$ cat config.mk
export PLATFORM = sky130hd
export DESIGN_NAME = pios_top
export DESIGN_NICKNAME = d
export VERILOG_FILES = /design/src/design/pios_pkg.sv /design/src/design/pios_panel.sv /design/src/design/pios_top.sv
export VERILOG_INCLUDE_DIRS = /design/src /design/src/design
export SDC_FILE = /design/constraint.sdc
export NUM_CORES = 1
export LEC_CHECK = 0
export BUFFER_PORTS_ARGS = -buffer_cell sky130_fd_sc_hd__buf_2
export CAP_MARGIN = 0
export CORE_UTILIZATION = 55
export DETAILED_ROUTE_END_ITERATION = 6
export GPL_ROUTABILITY_DRIVEN = 0
export PLACE_DENSITY = 0.83
export SETUP_SLACK_MARGIN = 0.4
export SLEW_MARGIN = 5
export SYNTH_ARGS = -nofsm -noshare
export SYNTH_HDL_FRONTEND = slang
export SYNTH_SLANG_ARGS = --single-unit
$ cat constraint.sdc
create_clock -name mclk -period 10.7 [get_ports mclk]
set_clock_uncertainty 0.1 [all_clocks]
set_input_delay 0.535 -clock mclk [delete_from_list [all_inputs] [get_ports mclk]]
set_output_delay 0.535 -clock mclk [all_outputs]
set_load 0.02 [all_outputs]
$ cat src/design/pios_map.svh
// Constants for the programmed I/O device-select block: opcodes, widths, reset values.
// Assumes inclusion by bare name from the design files; holds definitions only.
// How it works
// - An eight-bit select register names one of 256 I/O targets.
// - A target's ready flag at 1 means it can take or give a word.
// - Waiting transfers test ready and repeat without transfer until it reads 1.
// - While waiting, the whole program is stalled until ready becomes 1.
// - The ready wait has no timeout; a never-ready target stalls forever.
// - Output copies the pad bus word onto the shared bus to the target.
// - Input takes the target's bus word onto the pad bus that instruction.
// - Plain input and output transfer without looking at ready.
// - Transfer-then-reselect ops move the word, then load select from scratch result.
// - Combined ops wait for ready, transfer, then reload select from scratch result.
// - Panel holds lamp, switch and function registers, each sixteen bits.
// - Processor writes lamps and reads switches; the host owns all else.
// - Host can examine and modify processor state and control execution through panel.
// - The panel operation chosen follows the function register control bits.
// - A select change takes effect from the next instruction cycle.
// - Sense ops gate condition A or B into ready; waiting forms keep gating.
`ifndef PIOS_MAP_SVH
`define PIOS_MAP_SVH

// ----------
// Widths and reset values
// ----------
`define PIOS_SEL_W          8
`define PIOS_PANEL_W        16
`define PIOS_SEL_RST        8'h00
`define PIOS_PANEL_RST      16'h0000
`define PIOS_OP_W           4

// ----------
// Operation codes on the op port
// ----------
`define PIOS_OP_NOP         4'h0
`define PIOS_OP_IN          4'h1
`define PIOS_OP_OUT         4'h2
`define PIOS_OP_WAIT_IN     4'h3
`define PIOS_OP_WAIT_OUT    4'h4
`define PIOS_OP_IN_RESEL    4'h5
`define PIOS_OP_OUT_RESEL   4'h6
`define PIOS_OP_WIN_RESEL   4'h7
`define PIOS_OP_WOUT_RESEL  4'h8
`define PIOS_OP_LOAD_SEL    4'h9
`define PIOS_OP_SENSE_A     4'ha
`define PIOS_OP_WSENSE_A    4'hb
`define PIOS_OP_SENSE_B     4'hc
`define PIOS_OP_WSENSE_B    4'hd
`define PIOS_OP_LAMP_WR     4'he
`define PIOS_OP_SWITCH_RD   4'hf

// ----------
// Wishbone word offsets (byte addresses)
// ----------
`define PIOS_ADR_W          4
`define PIOS_ADR_SWITCH     4'h0
`define PIOS_ADR_LAMP       4'h4
`define PIOS_ADR_FUNC       4'h8
`define PIOS_ADR_STATUS     4'hc

// ----------
// Function register control bits
// ----------
`define PIOS_FN_STOP        0
`define PIOS_FN_START       1
`define PIOS_FN_CONT        2
`define PIOS_FN_STEP        3
`define PIOS_FN_RESET       4
`define PIOS_FN_EXAM        5
`define PIOS_FN_DEP         6
`define PIOS_FN_BREAK       7

`endif

$ cat src/design/pios_pkg.sv
// Types shared by the programmed I/O select block.
// Assumes pios_map.svh is on the include path.
`include "pios_map.svh"
package pios_pkg;

   // Decoded view of one instruction's I/O field
   typedef struct packed {
      logic is_in;
      logic is_out;
      logic waits;
      logic resel;
      logic sense;
      logic cond_b;
   } pios_dec_s;

   // Panel operation chosen from function bits
   typedef enum logic [2:0] {
      PIOS_PNL_IDLE,
      PIOS_PNL_STOP,
      PIOS_PNL_START,
      PIOS_PNL_STEP,
      PIOS_PNL_RESET,
      PIOS_PNL_EXAM,
      PIOS_PNL_DEP
   } pios_pnl_e;

endpackage

$ cat src/design/pios_panel.sv
// Console panel: lamp, switch and function registers plus operation select.
// Assumes the host side reaches it through the top module's Wishbone slave.
`timescale 1ns/1ns
`include "pios_map.svh"
module pios_panel #(
   parameter int PANEL_W = `PIOS_PANEL_W
) (
   // Clock and reset
   input  wire logic                 mclk,
   input  wire logic                 sys_rst,
   // Host writes
   input  wire logic                 host_sw_we,
   input  wire logic                 host_fn_we,
   input  wire logic [PANEL_W-1:0]   host_wdata,
   // Processor lamp write
   input  wire logic                 cpu_lamp_we,
   input  wire logic [PANEL_W-1:0]   cpu_lamp_data,
   // Register contents
   output logic      [PANEL_W-1:0]   lamp_display_reg,
   output logic      [PANEL_W-1:0]   switch_entry_reg,
   output logic      [PANEL_W-1:0]   panel_function_reg,
   // Selected panel operation
   output pios_pkg::pios_pnl_e       panel_op
);

   if (PANEL_W < 8) $error("panel width too small for control bits");

   // Switches and function belong to the host only
   always_ff @(posedge mclk or posedge sys_rst) begin
      if (sys_rst) begin
         switch_entry_reg   <= `PIOS_PANEL_RST;
         panel_function_reg <= `PIOS_PANEL_RST;
      end else begin
         if (host_sw_we) switch_entry_reg <= host_wdata;
         if (host_fn_we) panel_function_reg <= host_wdata;
      end
   end

   // Lamps are written by the processor only
   always_ff @(posedge mclk or posedge sys_rst) begin
      if (sys_rst) begin
         lamp_display_reg <= `PIOS_PANEL_RST;
      end else if (cpu_lamp_we) begin
         lamp_display_reg <= cpu_lamp_data;
      end
   end

   // Priority: reset and stop outrank the rest, since they act while running
   always_ff @(posedge mclk or posedge sys_rst) begin
      if (sys_rst) begin
         panel_op <= pios_pkg::PIOS_PNL_IDLE;
      end else if (panel_function_reg[`PIOS_FN_RESET]) begin
         panel_op <= pios_pkg::PIOS_PNL_RESET;
      end else if (panel_function_reg[`PIOS_FN_STOP]) begin
         panel_op <= pios_pkg::PIOS_PNL_STOP;
      end else if (panel_function_reg[`PIOS_FN_START]) begin
         panel_op <= pios_pkg::PIOS_PNL_START;
      end else if (panel_function_reg[`PIOS_FN_STEP]) begin
         panel_op <= pios_pkg::PIOS_PNL_STEP;
      end else if (panel_function_reg[`PIOS_FN_DEP]) begin
         panel_op <= pios_pkg::PIOS_PNL_DEP;
      end else if (panel_function_reg[`PIOS_FN_EXAM]) begin
         panel_op <= pios_pkg::PIOS_PNL_EXAM;
      end else begin
         panel_op <= pios_pkg::PIOS_PNL_IDLE;
      end
   end

endmodule

$ cat src/design/pios_top.sv
// Programmed I/O device select, ready wait and data path, with panel access.
// Assumes one instruction per mclk cycle offered on op/op_valid while not stalled,
// and a classic Wishbone host that owns the panel.
//
// Our own choices: the placing of the registers and register access over Wishbone.
`timescale 1ns/1ns
`include "pios_map.svh"
module pios_top #(
   parameter int SEL_W   = `PIOS_SEL_W,
   parameter int DATA_W  = 16,
   parameter int PANEL_W = `PIOS_PANEL_W
) (
   // Clock and reset
   input  wire logic                 mclk,
   input  wire logic                 sys_rst,
   // Instruction side
   input  wire logic                 op_valid,
   input  wire logic [`PIOS_OP_W-1:0] op,
   input  wire logic [SEL_W-1:0]     scratch_function_result,
   input  wire logic [DATA_W-1:0]    pad_bus,
   output logic                      stall,
   output logic                      op_done,
   output logic [DATA_W-1:0]         pad_bus_in,
   output logic                      pad_bus_in_valid,
   // Shared I/O bus to targets
   output logic [SEL_W-1:0]          io_target_select_reg,
   output logic [DATA_W-1:0]         shared_io_bus_out,
   output logic                      shared_io_bus_oe,
   output logic                      io_in_strobe,
   input  wire logic [DATA_W-1:0]    shared_io_bus_alt,
   input  wire logic                 target_ready_flag,
   input  wire logic                 cond_a,
   input  wire logic                 cond_b,
   // Panel status
   output logic [PANEL_W-1:0]        lamps,
   output logic [2:0]                panel_op_code,
   // Wishbone slave
   input  wire logic                 wb_cyc_i,
   input  wire logic                 wb_stb_i,
   input  wire logic                 wb_we_i,
   input  wire logic [`PIOS_ADR_W-1:0] wb_adr_i,
   input  wire logic [3:0]           wb_sel_i,
   input  wire logic [31:0]          wb_dat_i,
   output logic [31:0]               wb_dat_o,
   output logic                      wb_ack_o,
   output logic                      wb_err_o
);

   if (SEL_W != 8) $error("select register must be eight bits");
   if (DATA_W < PANEL_W) $error("data width below panel width");
   if (PANEL_W != 16) $error("panel registers are sixteen bits");

   // ----------
   // Decode
   // ----------

   // Used for the fresh op and the held op alike
   function automatic pios_pkg::pios_dec_s decode(input logic [`PIOS_OP_W-1:0] c);
      pios_pkg::pios_dec_s d;
      d = '0;
      case (c)
         `PIOS_OP_IN:         d.is_in = 1'b1;
         `PIOS_OP_OUT:        d.is_out = 1'b1;
         `PIOS_OP_WAIT_IN:    begin d.is_in = 1'b1; d.waits = 1'b1; end
         `PIOS_OP_WAIT_OUT:   begin d.is_out = 1'b1; d.waits = 1'b1; end
         `PIOS_OP_IN_RESEL:   begin d.is_in = 1'b1; d.resel = 1'b1; end
         `PIOS_OP_OUT_RESEL:  begin d.is_out = 1'b1; d.resel = 1'b1; end
         `PIOS_OP_WIN_RESEL:  begin d.is_in = 1'b1; d.waits = 1'b1; d.resel = 1'b1; end
         `PIOS_OP_WOUT_RESEL: begin d.is_out = 1'b1; d.waits = 1'b1; d.resel = 1'b1; end
         `PIOS_OP_SENSE_A:    begin d.sense = 1'b1; d.resel = 1'b1; end
         `PIOS_OP_WSENSE_A:   begin d.sense = 1'b1; d.waits = 1'b1; d.resel = 1'b1; end
         `PIOS_OP_SENSE_B:    begin d.sense = 1'b1; d.cond_b = 1'b1; d.resel = 1'b1; end
         `PIOS_OP_WSENSE_B:   begin
            d.sense = 1'b1;
            d.cond_b = 1'b1;
            d.waits = 1'b1;
            d.resel = 1'b1;
         end
         default:             d = '0;
      endcase
      return d;
   endfunction

   typedef enum logic {PIOS_RUN, PIOS_SPIN} pios_state_e;

   pios_state_e                 state;
   logic [`PIOS_OP_W-1:0]       held_op;
   logic [SEL_W-1:0]            held_res;
   logic [DATA_W-1:0]           held_pad;
   logic [`PIOS_OP_W-1:0]       cur_op;
   logic [SEL_W-1:0]            cur_res;
   logic [DATA_W-1:0]           cur_pad;
   logic                        cur_live;
   pios_pkg::pios_dec_s         dec;
   logic                        gated_ready;
   logic                        fire;
   logic                        next_spin;
   logic [PANEL_W-1:0]          lamp_q;
   logic [PANEL_W-1:0]          switch_q;
   logic [PANEL_W-1:0]          func_q;
   pios_pkg::pios_pnl_e         pnl_op;
   logic                        wb_req;
   logic                        wb_hit;
   logic                        sw_we;
   logic                        fn_we;
   logic [31:0]                 next_rdata;

   // While spinning the held instruction is re-evaluated every cycle
   always_comb begin
      cur_live = (state == PIOS_SPIN) || op_valid;
      cur_op   = (state == PIOS_SPIN) ? held_op : op;
      cur_res  = (state == PIOS_SPIN) ? held_res : scratch_function_result;
      cur_pad  = (state == PIOS_SPIN) ? held_pad : pad_bus;
      dec      = cur_live ? decode(cur_op) : '0;
   end

   // Sense forms gate condition A or B; others use the target flag
   always_comb begin
      if (dec.sense) begin
         gated_ready = dec.cond_b ? cond_b : cond_a;
      end else begin
         gated_ready = target_ready_flag;
      end
   end

   // Waiting ops fire only on ready; plain ones fire at once
   assign fire      = cur_live && (!dec.waits || gated_ready);
   assign next_spin = cur_live && dec.waits && !gated_ready;

   // ----------
   // Sequencer
   // ----------

   // No timeout counter: a target that never raises ready stalls forever
   always_ff @(posedge mclk or posedge sys_rst) begin
      if (sys_rst) begin
         state <= PIOS_RUN;
      end else begin
         state <= next_spin ? PIOS_SPIN : PIOS_RUN;
      end
   end

   // Capture the stalled instruction and its operands on entry
   always_ff @(posedge mclk or posedge sys_rst) begin
      if (sys_rst) begin
         held_op  <= `PIOS_OP_NOP;
         held_res <= `PIOS_SEL_RST;
         held_pad <= '0;
      end else if (state == PIOS_RUN && next_spin) begin
         held_op  <= op;
         held_res <= scratch_function_result;
         held_pad <= pad_bus;
      end
   end

   // Stall tells the pipeline to freeze all other program work
   always_ff @(posedge mclk or posedge sys_rst) begin
      if (sys_rst) begin
         stall   <= 1'b0;
         op_done <= 1'b0;
      end else begin
         stall   <= next_spin;
         op_done <= fire;
      end
   end

   // Select register: new value seen from the next cycle onward
   always_ff @(posedge mclk or posedge sys_rst) begin
      if (sys_rst) begin
         io_target_select_reg <= `PIOS_SEL_RST;
      end else if (op_valid && state == PIOS_RUN && op == `PIOS_OP_LOAD_SEL) begin
         io_target_select_reg <= pad_bus[SEL_W-1:0];
      end else if (fire && dec.resel) begin
         io_target_select_reg <= cur_res;
      end
   end

   // Output drives only in output cycles to avoid bus contention
   always_ff @(posedge mclk or posedge sys_rst) begin
      if (sys_rst) begin
         shared_io_bus_out <= '0;
         shared_io_bus_oe  <= 1'b0;
      end else begin
         shared_io_bus_oe <= fire && dec.is_out;
         if (fire && dec.is_out) shared_io_bus_out <= cur_pad;
      end
   end

   // Input samples the bus only in input cycles
   always_ff @(posedge mclk or posedge sys_rst) begin
      if (sys_rst) begin
         pad_bus_in       <= '0;
         pad_bus_in_valid <= 1'b0;
         io_in_strobe     <= 1'b0;
      end else begin
         pad_bus_in_valid <= fire && (dec.is_in || cur_op == `PIOS_OP_SWITCH_RD);
         io_in_strobe     <= fire && dec.is_in;
         if (fire && dec.is_in) pad_bus_in <= shared_io_bus_alt;
         if (fire && cur_op == `PIOS_OP_SWITCH_RD) pad_bus_in <= DATA_W'(switch_q);
      end
   end

   // ----------
   // Panel
   // ----------

   pios_panel #(
      .PANEL_W (PANEL_W)
   ) u_panel (
      .mclk               (mclk),
      .sys_rst            (sys_rst),
      .host_sw_we         (sw_we),
      .host_fn_we         (fn_we),
      .host_wdata         (wb_dat_i[PANEL_W-1:0]),
      .cpu_lamp_we        (op_valid && state == PIOS_RUN && op == `PIOS_OP_LAMP_WR),
      .cpu_lamp_data      (pad_bus[PANEL_W-1:0]),
      .lamp_display_reg   (lamp_q),
      .switch_entry_reg   (switch_q),
      .panel_function_reg (func_q),
      .panel_op           (pnl_op)
   );

   // Switch read is answered on the input path; lamp registered out
   always_ff @(posedge mclk or posedge sys_rst) begin
      if (sys_rst) begin
         lamps         <= `PIOS_PANEL_RST;
         panel_op_code <= 3'h0;
      end else begin
         lamps         <= lamp_q;
         panel_op_code <= 3'(pnl_op);
      end
   end

   // ----------
   // Wishbone slave
   // ----------

   assign wb_req = wb_cyc_i && wb_stb_i && !wb_ack_o && !wb_err_o;
   assign wb_hit = (wb_adr_i == `PIOS_ADR_SWITCH) || (wb_adr_i == `PIOS_ADR_LAMP) ||
                   (wb_adr_i == `PIOS_ADR_FUNC) || (wb_adr_i == `PIOS_ADR_STATUS);
   // Host owns switches and function; lamps are read-only to it
   assign sw_we  = wb_req && wb_we_i && wb_sel_i[0] && wb_sel_i[1] &&
                   wb_adr_i == `PIOS_ADR_SWITCH;
   assign fn_we  = wb_req && wb_we_i && wb_sel_i[0] && wb_sel_i[1] &&
                   wb_adr_i == `PIOS_ADR_FUNC;

   // Read mux; status shows select, spin state and ready
   always_comb begin
      next_rdata = 32'h0000_0000;
      case (wb_adr_i)
         `PIOS_ADR_SWITCH: next_rdata[PANEL_W-1:0] = switch_q;
         `PIOS_ADR_LAMP:   next_rdata[PANEL_W-1:0] = lamp_q;
         `PIOS_ADR_FUNC:   begin
            next_rdata[PANEL_W-1:0] = func_q;
            next_rdata[`PIOS_FN_STOP] = func_q[`PIOS_FN_STOP] && !stall;
         end
         `PIOS_ADR_STATUS: next_rdata[SEL_W+1:0] = {target_ready_flag, stall,
                                                    io_target_select_reg};
         default:          next_rdata = 32'h0000_0000;
      endcase
   end

   // One-cycle ack, error on unmapped address
   always_ff @(posedge mclk or posedge sys_rst) begin
      if (sys_rst) begin
         wb_ack_o <= 1'b0;
         wb_err_o <= 1'b0;
         wb_dat_o <= 32'h0000_0000;
      end else begin
         wb_ack_o <= wb_req && wb_hit;
         wb_err_o <= wb_req && !wb_hit;
         if (wb_req && !wb_we_i) wb_dat_o <= next_rdata;
      end
   end

endmodule

### Word level (Yosys, flattened, before mapping)

Index checks and enable logic that the tools add are counted.

* eq/ne operators: 18
* div/mod/pow operators: 0
* multiplexer cells: 25
* reduce and logical (&&, ||, !) cells: 46
* shifts and indexed selects: 0
* add/sub/neg operators: 0
* order comparisons: 0
* bitwise gates (word level): 1
* $mul: 0

Operators with widths (count)
* $mux 16: 3
* $eq 4x4->1 const B: 10
* $pmux 10 s4: 1
* $logic_and 1x1->1: 24
* $mux 8: 3
* $eq 4x3->1 const B: 5
* $mux 3: 6
* $pmux 6 s3: 1
* $reduce_or 4->1: 3
* $mux 1: 9
* $eq 4x2->1 const B: 2
* $reduce_or 8->1: 1
* $logic_not 1->1: 7
* $logic_or 1x1->1: 6
* $mux 6: 1
* $reduce_or 6->1: 1
* $eq 4x1->1 const B: 1
* $logic_not 4->1: 1
* $mux 4: 1
* $reduce_bool 2->1: 2
* $reduce_or 2->1: 1
* $not 1->1: 1

* output and inout port bits: 98
* RAM bits: 0
* bits in latches: 0
* memories kept: 0
* register bits: 162
* ROM bits: 0

### Logic depth before layout (Yosys ltp)

Gate-level depths: netlist of the first run.

* word-level depth: 12
* depth in mapped cells: 9
* gate-level depth less buffers: 5

### Hierarchy

A second synthesis of the first run with hierarchy kept.

* cell total of the unflattened synthesis: 514
* area total of the unflattened synthesis: 7046.8 µm²

By module, submodules not included
* pios_top: area an instance 4991.0 µm², cells an instance 397, times used 1
* pios_panel: area an instance 2055.7 µm², cells an instance 117, times used 1

### Worst setup path before layout of the first run

OpenSTA, ideal clock, no wires.

* path kind: input to register
* start point: input port op[1]
* end point: register held_op[3]
* cell stages on the path: 9
* buffers on the path: 4
* library setup time: 125 ps
* required time: 10475 ps
* setup slack: 7773 ps
* arrival time: 2702 ps
* cell sequence: clkbuf_1 mux2_4 and3_1 clkbuf_2 o32a_1 buf_6 nor3_4 buf_12 mux2_4

* word-level cells in the longest chain between the ends: 10
* elaborated cells on any way between the ends: 22
* those cells by class: 8 x eq/ne; 7 x mux; 7 x reduce/logical

RTL lines
* from (decl): RTL line pios_top.sv:18 `` input wire logic [`PIOS_OP_W-1:0] op, ``
* $mux 4 *: RTL line pios_top.sv:111 `cur_op = (state == PIOS_SPIN) ? held_op : op;`
* $eq 4x4->1: RTL line pios_top.sv:61 `case (c)`
* $reduce_or 2->1 (no source line)
* $mux 1: RTL line pios_top.sv:61
* $mux 6 *: RTL line pios_top.sv:114 `dec = cur_live ? decode(cur_op) : '0;`
* $mux 1: RTL line pios_top.sv:120 `gated_ready = dec.cond_b ? cond_b : cond_a;`
* $mux 1: RTL line pios_top.sv:119 `if (dec.sense) begin`
* $logic_not 1->1: RTL line pios_top.sv:128 `assign next_spin = cur_live && dec.waits && !gated_ready;`
* $logic_and 1x1->1 *: RTL line pios_top.sv:128
* $logic_and 1x1->1 *: RTL line pios_top.sv:149 `end else if (state == PIOS_RUN && next_spin) begin`
* to (signal assigned): RTL line pios_top.sv:146 `` held_op <= `PIOS_OP_NOP; ``
* to (signal assigned): RTL line pios_top.sv:150 `held_op <= op;`
* to (decl): RTL line pios_top.sv:87 `` logic [`PIOS_OP_W-1:0] held_op; ``

Mark *: on every way between the ends. The rest lies on a longest branch, timed or not.
A chain may end at the register's enable or synchronous reset.

==> impl_metrics.toml, run 1 <==
[finish]
fillers = 906
final-seq-area_um2 = 4030
fin_area_um2 = 8810
drive_gt1_share_pct = 42.9
syn_to_final_growth_pct = 20.0
layout_commonest_cell = "dfrtp_1"
fin_nets = 817
multi_input_area_um2 = 2990
stdcell_count = 909
insertedDiodeCount = 0
final_cell_mix = "160 x dfrtp_1, 156 x buf_2, 89 x mux2_2"
utilization_pct = 68.7

[logic_synthesis]
syn_area_um2 = 7340
ys_warn_count = 0
yosysSeqAreaShare_pct = 54.9
ys_types = 50
syn_inst = 582
synth_seq_cells = 161
avgSynthCellArea_um2 = 12.6

[power]
powerDensity_nw_per_um2 = 255
p_total_mw = 2.25
ir_drop_uv = 122
leakage_nw = 4.27

[setup_path]
worstPathCellList = "mux2_2 -> o211ai_1 -> nand3_1 -> o21ai_2 -> mux2_2"
slowest_stage = "dfrtp_2"
path_delay_family = "compound AO/OA/AOI/OAI gates"
crit_path_frequent_cell = "mux2_2"
worstSetupPathType = "flip-flop to flip-flop"
critPathLaunchType = "flip-flop"
end_kind = "flip-flop"
arrival_ns = 3.94
path_buf_inv = 0
cp_max_fo = 46
crit_path_max_incr_delay_ns = 1.04
crit_required_ns = 10.91

[clock_tree]
hold_buffers = 0
cts.clk_slew.worst_paths_ns = 0.07
clock_latency_ns = 0.44
clk_root_buffer_cell = "clkbuf_16"
cts_tree = "yes"
cts_max_level = 4
clock_sinks = 161
cts-buffers-inserted = 17
cts_setup_buffers = 0
cts_resized = 0
cts.path.max_buffers = 2

[sta]
fin_setup_tns_ns = 0
worst_slack_ns = 6.97
post-route-period-util_pct = 34.8
setup_viol = 0
worst_pin_slew_ns = 1.12
min_period_ns = 3.73
final_hold_viol_count = 0
grt_setup_unrepaired = "false"
max_freq_mhz = 268
relSlewSlack_pct = 24.5
drv_slew = 0
timing.hold.ws_ns = 0.175

[routing]
wirelength_um = 18300
wl_per_cell_um = 20.1
post_drt_via_cell_ratio = 5.98
drtPass1Iterations = 5
vias = 5439
drt_iter0_drc = 480
drc_errors = 0
ant_nets = 0

[global_routing]
grt_antenna_before_repair = 0
grt_overflow_total = 0
grt_pass1_wl_um = 28800
grt_pass1_vias = 5453
grt_max_degree = 93
grt_usage_pct = 27.3

[floorplan]
fp.dieH_um = 118
die_area_um2 = 13800
initial_core_util_pct = 57.2
core-area_um2 = 12800
fp.dieW_um = 118
io_pins = 191
num_rows = 41

[placed_design]
hpwl_um = 12500
post-place-ws_ns = 7.00
place.port_buffers = 156
placed_area_um2 = 8140
dp.cells = 877

[run_status]
status = "finished, final reports clean"

[flow_run]
cap_viol_max_count = 0

[worst_hold_path]
min_path_type = "primary input to async pin"
==> worst register-to-register path: cells and delay by family (launching register included) <==
kind / cells / cell delay [ns]
AOI/OAI and AO/OA: 2 / 1.05
and+or+nand+nor: 1 / 0.43
DFF: 1 / 1.04
muxes: 2 / 1.00
==> logic make-up after synthesis <==
kind of cell           Yosys count  synth area share (%)
flip-flops                     161                  54.9
AND/OR/NAND/NOR                 86                  6.34
AO/OA/AOI/OAI                  118                  10.9
XOR/XNOR                         3                 0.358
other                            1                0.0511
buffers and inverters           74                  5.33
multiplexers                   139                  22.1
==> cell type report <==
class	instances	area share [%]
Sequential cell	161	45.7
Timing Repair Buffer	161	9.29
Clock buffer	20	5.30
Inverter	21	0.951
Multi-Input combinational cell	362	34.0
Clock inverter	12	2.31
Tap cell	172	2.44
==> metal layers <==
| metal | share of wire (%) | global-route usage [%] |
|---|---|---|
| met3 | 7.5 | 6.69 |
| met4 | 3.3 | 12.7 |
| met5 | 0 | 0 |
| met1 | 39 | 33.8 |
| met2 | 50 | 45.0 |
==> path summary, 6_finish.rpt <==
path | cells past startpoint | to | slack [ns] | startpoint
hold reg to reg | 0 | panel_op_code[2] | 0.25 | u_panel.panel_op[2]
setup reg to reg | 5 | shared_io_bus_out[11] | 6.97 | stall
max in group asynchronous | 3 | stall | 8.94 | sys_rst
min in group mclk | 3 | pad_bus_in[15] | 0.23 | shared_io_bus_alt[15]
setup / recovery | 5 | shared_io_bus_out[11] | 6.97 | stall
hold / removal | 2 | shared_io_bus_out[15] | 0.18 | sys_rst
==> power breakdown <==
group          switching, mW  leakage, nW  total, mW  internal, mW
clock network          0.247        0.319      0.680         0.434
logic                  0.358         1.93      0.643         0.284
registers              0.139         2.02      0.928         0.789
==> Yosys cell counts, drive strengths merged <==
master	count	share of area (%)
mux2i	27	3.7
buf	27	2.9
o2111ai	8	0.95
o32a	1	0.14
a211o	1	0.12
a211oi	3	0.37
a22o	16	1.9
and3	2	0.17
nor2b	2	0.17
nor3b	4	0.41
conb	1	0.051
o221ai	1	0.12
mux4	1	0.31
clkbuf	26	1.3
and2	1	0.085
o211ai	2	0.20
nand2b	2	0.17
or3	1	0.085
a2bb2oi	1	0.12
o32ai	1	0.22
and3b	4	0.48
o21ai	18	1.3
nor2	9	0.46
dfrtp	161	55
a21oi	31	2.1
o22ai	16	1.4
a31oi	8	0.68
nor3	8	0.70
a221oi	9	1.1
or2b	1	0.10
inv	21	1.1
o41ai	1	0.12
mux2	111	18
nand4bb	1	0.15
a2111oi	1	0.12
nand3	17	1.2
xnor2	3	0.36
nand2	22	1.1
nand4	9	0.77
or2	2	0.17
and4b	1	0.14
Note: power is estimated with default switching activity, not from simulation.
==> run 2, diff against run 1 <==
--- a/config.mk
+++ b/config.mk
@@ -8,10 +8,10 @@
 export LEC_CHECK = 0
 export BUFFER_PORTS_ARGS = -buffer_cell sky130_fd_sc_hd__buf_2
 export CAP_MARGIN = 0
-export CORE_UTILIZATION = 55
+export CORE_UTILIZATION = 53
 export DETAILED_ROUTE_END_ITERATION = 6
 export GPL_ROUTABILITY_DRIVEN = 0
-export PLACE_DENSITY = 0.83
+export PLACE_DENSITY = 0.8
 export SETUP_SLACK_MARGIN = 0.4
 export SLEW_MARGIN = 5
 export SYNTH_ARGS = -nofsm -noshare
==> constraint.sdc (replaced) <==
create_clock -name mclk -period 3.9 [get_ports mclk]
set_clock_uncertainty 0.1 [all_clocks]
set_input_delay 0.195 -clock mclk [delete_from_list [all_inputs] [get_ports mclk]]
set_output_delay 0.195 -clock mclk [all_outputs]
set_load 0.02 [all_outputs]
==> run 2 against run 1 <==
Against the previous run: sequential cell count did not move; worst hold slack got worse by 0.14 ns; critical endpoint is now held_res[5]; largest power group unchanged; via count rose by 4.8%; largest cell class unchanged.
==> impl_metrics.toml, run 2 (synthesis gave the netlist of run 1 again) <==
[run_status]
status = "finished, final reports clean"

[sta]
fin_setup_tns_ns = 0
worst_pin_slew_ns = 1.23
grt_setup_unrepaired = "false"
final_hold_viol_count = 0
post-route-period-util_pct = 83.6
min_period_ns = 3.26
relSlewSlack_pct = 17.3
max_freq_mhz = 307
drv_slew = 0
setup_viol = 0

[clock_tree]
cts_max_level = 4
cts_tree = "yes"
clk_root_buffer_cell = "clkbuf_16"
clock_sinks = 161
cts.clk_slew.worst_paths_ns = 0.07
cts_setup_buffers = 0
clock_latency_ns = 0.43
cts.path.max_buffers = 2
cts-buffers-inserted = 17

[finish]
syn_to_final_growth_pct = 28.3
final_cell_mix = "160 x dfrtp_1, 156 x buf_2, 89 x mux2_2"
layout_commonest_cell = "dfrtp_1"
insertedDiodeCount = 0
fin_area_um2 = 9420
fillers = 926
fin_nets = 884
drive_gt1_share_pct = 39.7
stdcell_count = 980
final-seq-area_um2 = 4030
utilization_pct = 70.3
multi_input_area_um2 = 3000

[routing]
ant_nets = 0
post_drt_via_cell_ratio = 5.82
wl_per_cell_um = 19.7
drt_iter0_drc = 441
drtPass1Iterations = 7
vias = 5699
dr_wl_met2_um = 9750
top_layer_used = "met4"
drc_errors = 0
routedLengthMet1_um = 7740
wirelength_um = 19400
route.met3.wl_um = 1240

[power]
leakage_nw = 4.52
powerDensity_nw_per_um2 = 642
ir_drop_uv = 318

[setup_path]
crit_start = "stall"
crit_required_ns = 4.11
reg2reg_from = "stall"
worstSetupPathType = "flip-flop to flip-flop"
cp_max_fo = 28
end_kind = "flip-flop"
critPathLaunchType = "flip-flop"
arrival_ns = 3.47

[global_routing]
grt_pass1_wl_um = 30600
grt_antenna_before_repair = 0
grt_max_degree = 129
grt_usage_pct = 28.2
grt_overflow_total = 0
grt_pass1_vias = 5810

[worst_hold_path]
min_path_type = "primary input to flip-flop"
hold_path_startpoint = "op[1]"

[placed_design]
place.port_buffers = 156
dp.cells = 884
placed_area_um2 = 8180
hpwl_um = 12700

[floorplan]
num_rows = 42
die_area_um2 = 14300
io_pins = 191
initial_core_util_pct = 54.8
fp.dieH_um = 120
fp.dieW_um = 120
core-area_um2 = 13400

[flow_run]
cap_viol_max_count = 0
run 2: cell count changes in the layout (fill, tap and decap cells not counted):
cell	change
dlygate4sd3_1	+64
buf_4	+2
clkinvlp_4	+1
inv_6	+3
dfrtp_4	+1
dfrtp_2	-1
mux2i_2	+1
bufinv_16	-3
clkbuf_1	+1
buf_12	+1
clkbuf_8	-2
mux2i_1	-1
run 2: path summary, 6_finish.rpt:
kind / end / slack, ns / cells after the start
setup / recovery: held_res[5] / 0.64 / 7
max in group asynchronous: held_pad[13] / 2.25 / 4
min in group asynchronous: shared_io_bus_oe / 0.35 / 3
hold / removal: held_op[1] / 0.04 / 2
hold reg to reg: panel_op_code[0] / 0.26 / 0
setup reg to reg: held_res[5] / 0.64 / 7
run 2: worst max-delay path: stages, from the launching register on:
cell and delay, ns:
dfrtp_4 0.66, buf_4 0.36, mux2i_2 0.41, nand2_1 0.16, o32a_1 0.35, nor3_4 0.21
buf_4 0.45, mux2_2 0.40
run 2: metrics by stage:
step / total power [mW] / hold WS (ns) / setup WS [ns]
after CTS: 6.05 / 0.0117 / 0.452
after floorplan: 3.72 / 0.177 / 1.02
after global placement: 4.22 / 0.241 / 0.673
after detailed placement: 4.32 / 0.242 / 0.496
final: 6.04 / 0.0382 / 0.641
after global routing: 6.33 / 0.0385 / 0.505
run 2: power breakdown:
| group | switching (mW) | internal, mW | total (mW) |
|---|---|---|---|
| clock | 0.691 | 0.970 | 1.66 |
| combinational | 1.02 | 0.827 | 1.85 |
| sequential | 0.369 | 2.17 | 2.53 |
run 2: final cells by class:
cell class | instances | share of cell area, %
tap | 176 | 2.34
clock inverter | 13 | 1.58
timing repair buffer | 228 | 15.9
inverter | 21 | 0.877
sequential | 161 | 42.8
clock buffer | 19 | 4.70
multi-input combinational | 362 | 31.8
run 2: routing by layer:
layer	up-vias	GRT usage, %
li1	2532	-
met1	2831	35.0
met2	287	47.2
met3	49	6.56
met4	0	12.4
met5	-	0
run 2: repair_timing:
| action | in CTS | in global routing |
|---|---|---|
| setup endpoints to repair | 0 | 28 |
| resized for setup | 0 | 2 |
| hold buffers | 64 | 0 |
| hold endpoints to repair | 126 | 0 |
==> run 3, diff against run 2 <==
==> constraint.sdc (replaced) <==
create_clock -name mclk -period 3.4 [get_ports mclk]
set_clock_uncertainty 0.1 [all_clocks]
set_input_delay 0.17 -clock mclk [delete_from_list [all_inputs] [get_ports mclk]]
set_output_delay 0.17 -clock mclk [all_outputs]
set_load 0.02 [all_outputs]
==> run 3 against run 2 <==
Against the previous run: worst setup slack got worse by 0.098 ns; clock-buffer cell count increased by 4; final cell count increased by 0.61%; maximum frequency increased by 14%; total power increased by 14%; worst hold slack improved by 0.12 ns; combinational power increased by 17%; design area increased by 0.50%; non-clock buffer count increased by 6; via count increased by 1.4%; die area unchanged.
==> impl_metrics.toml, run 3 (synthesis gave the netlist of run 1 again) <==
[clock_tree]
cts.clk_slew.worst_paths_ns = 0.06
clock_sinks = 161
cts.path.max_buffers = 2
cts_max_level = 4
cts-buffers-inserted = 17
clk_root_buffer_cell = "clkbuf_16"
cts_tree = "yes"
clock_latency_ns = 0.43

[global_routing]
grt_max_degree = 66
grt_util_met3_pct = 5.56
grt_overflow_total = 0
grt_antenna_before_repair = 0
grt_pass1_vias = 5641
grt_pass1_wl_um = 30100
busiest_layer = "met2"
grt_usage_pct = 27.9
grt_use_met2_pct = 47.7
grt_use_met1_pct = 34.7

[floorplan]
die_area_um2 = 14300
fp.dieH_um = 120
initial_core_util_pct = 54.8
num_rows = 42
io_pins = 191
core-area_um2 = 13400
fp.dieW_um = 120

[routing]
vias = 5776
ant_nets = 0
drtPass1Iterations = 5
drc_errors = 0
post_drt_via_cell_ratio = 5.86
wirelength_um = 19700
wl_per_cell_um = 20.0
drt_iter0_drc = 577

[power]
powerDensity_nw_per_um2 = 728
ir_drop_uv = 367
leakage_nw = 4.54

[flow_run]
cap_viol_max_count = 0

[setup_path]
crit_required_ns = 3.61
arrival_ns = 3.07
r2r_setup_slack_ns = 0.54
critPathLaunchType = "flip-flop"
slowest_stage = "dfrtp_2"
worstSetupPathDepth = 7
reg2reg_depth = 7
end_kind = "flip-flop"
path_buf_inv = 2
path_delay_family = "multiplexers"
worstPathCellList = "buf_4 -> mux2i_1 -> nand2_1 -> o32a_1 -> nor3_4 -> buf_12 -> mux2_2"
crit_path_max_incr_delay_ns = 0.46
cp_max_fo = 28
worstSetupPathType = "flip-flop to flip-flop"

[sta]
setup_viol = 0
worst_slack_ns = 0.543
post-route-period-util_pct = 84.0
max_freq_mhz = 350
fin_setup_tns_ns = 0
grt_setup_unrepaired = "false"
min_period_ns = 2.86
relSlewSlack_pct = 37.2
timing.hold.ws_ns = 0.160
drv_slew = 0
final_hold_viol_count = 0
worst_pin_slew_ns = 0.940

[finish]
final_cell_mix = "160 x dfrtp_1, 156 x buf_2, 89 x mux2_2"
drive_gt1_share_pct = 39.8
fin_nets = 890
fillers = 889
insertedDiodeCount = 0
final-seq-area_um2 = 4030
fin_area_um2 = 9470
syn_to_final_growth_pct = 28.9
layout_commonest_cell = "dfrtp_1"
multi_input_area_um2 = 3010

[placed_design]
post-place-ws_ns = 0.554
place.port_buffers = 156
hpwl_um = 12500
placed_area_um2 = 8240

[run_status]
status = "finished, final reports clean"

[worst_hold_path]
min_path_cells = 3
min_path_type = "primary input to flip-flop"
[run 3: routing by layer]
layer / wire length, um / vias to the layer above
met5: 0 / -
met4: 596 / 0
met3: 1240 / 49
met2: 9870 / 275
met1: 7980 / 2910
li1: - / 2542
[run 3: worst min-delay path: cells and delay by family]
| kind | cells | cell delay, ns |
|---|---|---|
| AOI/OAI and AO/OA | 1 | 0.19 |
| and+or+nand+nor | 1 | 0.16 |
| buffers and inverters | 1 | 0.12 |
[run 3: final timing paths]
kind                                      from                        endpoint
min                                   op_valid                         op_done
min reg2reg                u_panel.panel_op[2]                panel_op_code[2]
max in group asynchronous              sys_rst  u_panel.panel_function_reg[15]
min in group asynchronous              sys_rst            shared_io_bus_out[8]
max                                      stall                     held_res[4]
max reg2reg                              stall                     held_res[4]
[run 3: final cells by class]
class	instances	area share [%]
flip-flops and latches	161	42.6
multi-input cells	362	31.8
repair buffers	234	16.5
clock buffers	23	5.05
well taps	176	2.33
clock inverters	9	0.872
inverters	21	0.872
[run 3: power breakdown]
part,switching (mW),leakage (nW),internal (mW),total [mW]
clock,0.765,0.261,1.06,1.83
sequential,0.410,2.02,2.48,2.89
combinational,1.20,2.26,0.966,2.17
[run 3: stage by stage]
| stage | util [%] | std cells | power [mW] |
|---|---|---|---|
| after floorplan | - | 597 | 4.26 |
| after global placement | 61.5 | 889 | 4.86 |
| after detailed placement | 61.5 | 889 | 4.96 |
| after CTS | 70.5 | 985 | 6.84 |
| after global routing | 70.6 | 986 | 7.19 |
| final | 70.6 | 986 | 6.89 |
[run 3: timing repair]
item / 4_1_cts / 5_1_grt
endpoints found under the setup margin: 0 / 11
setup buffers: 0 / 0
resized for setup: 0 / 3
hold endpoints to repair: 132 / 2
hold buffers: 64 / 1
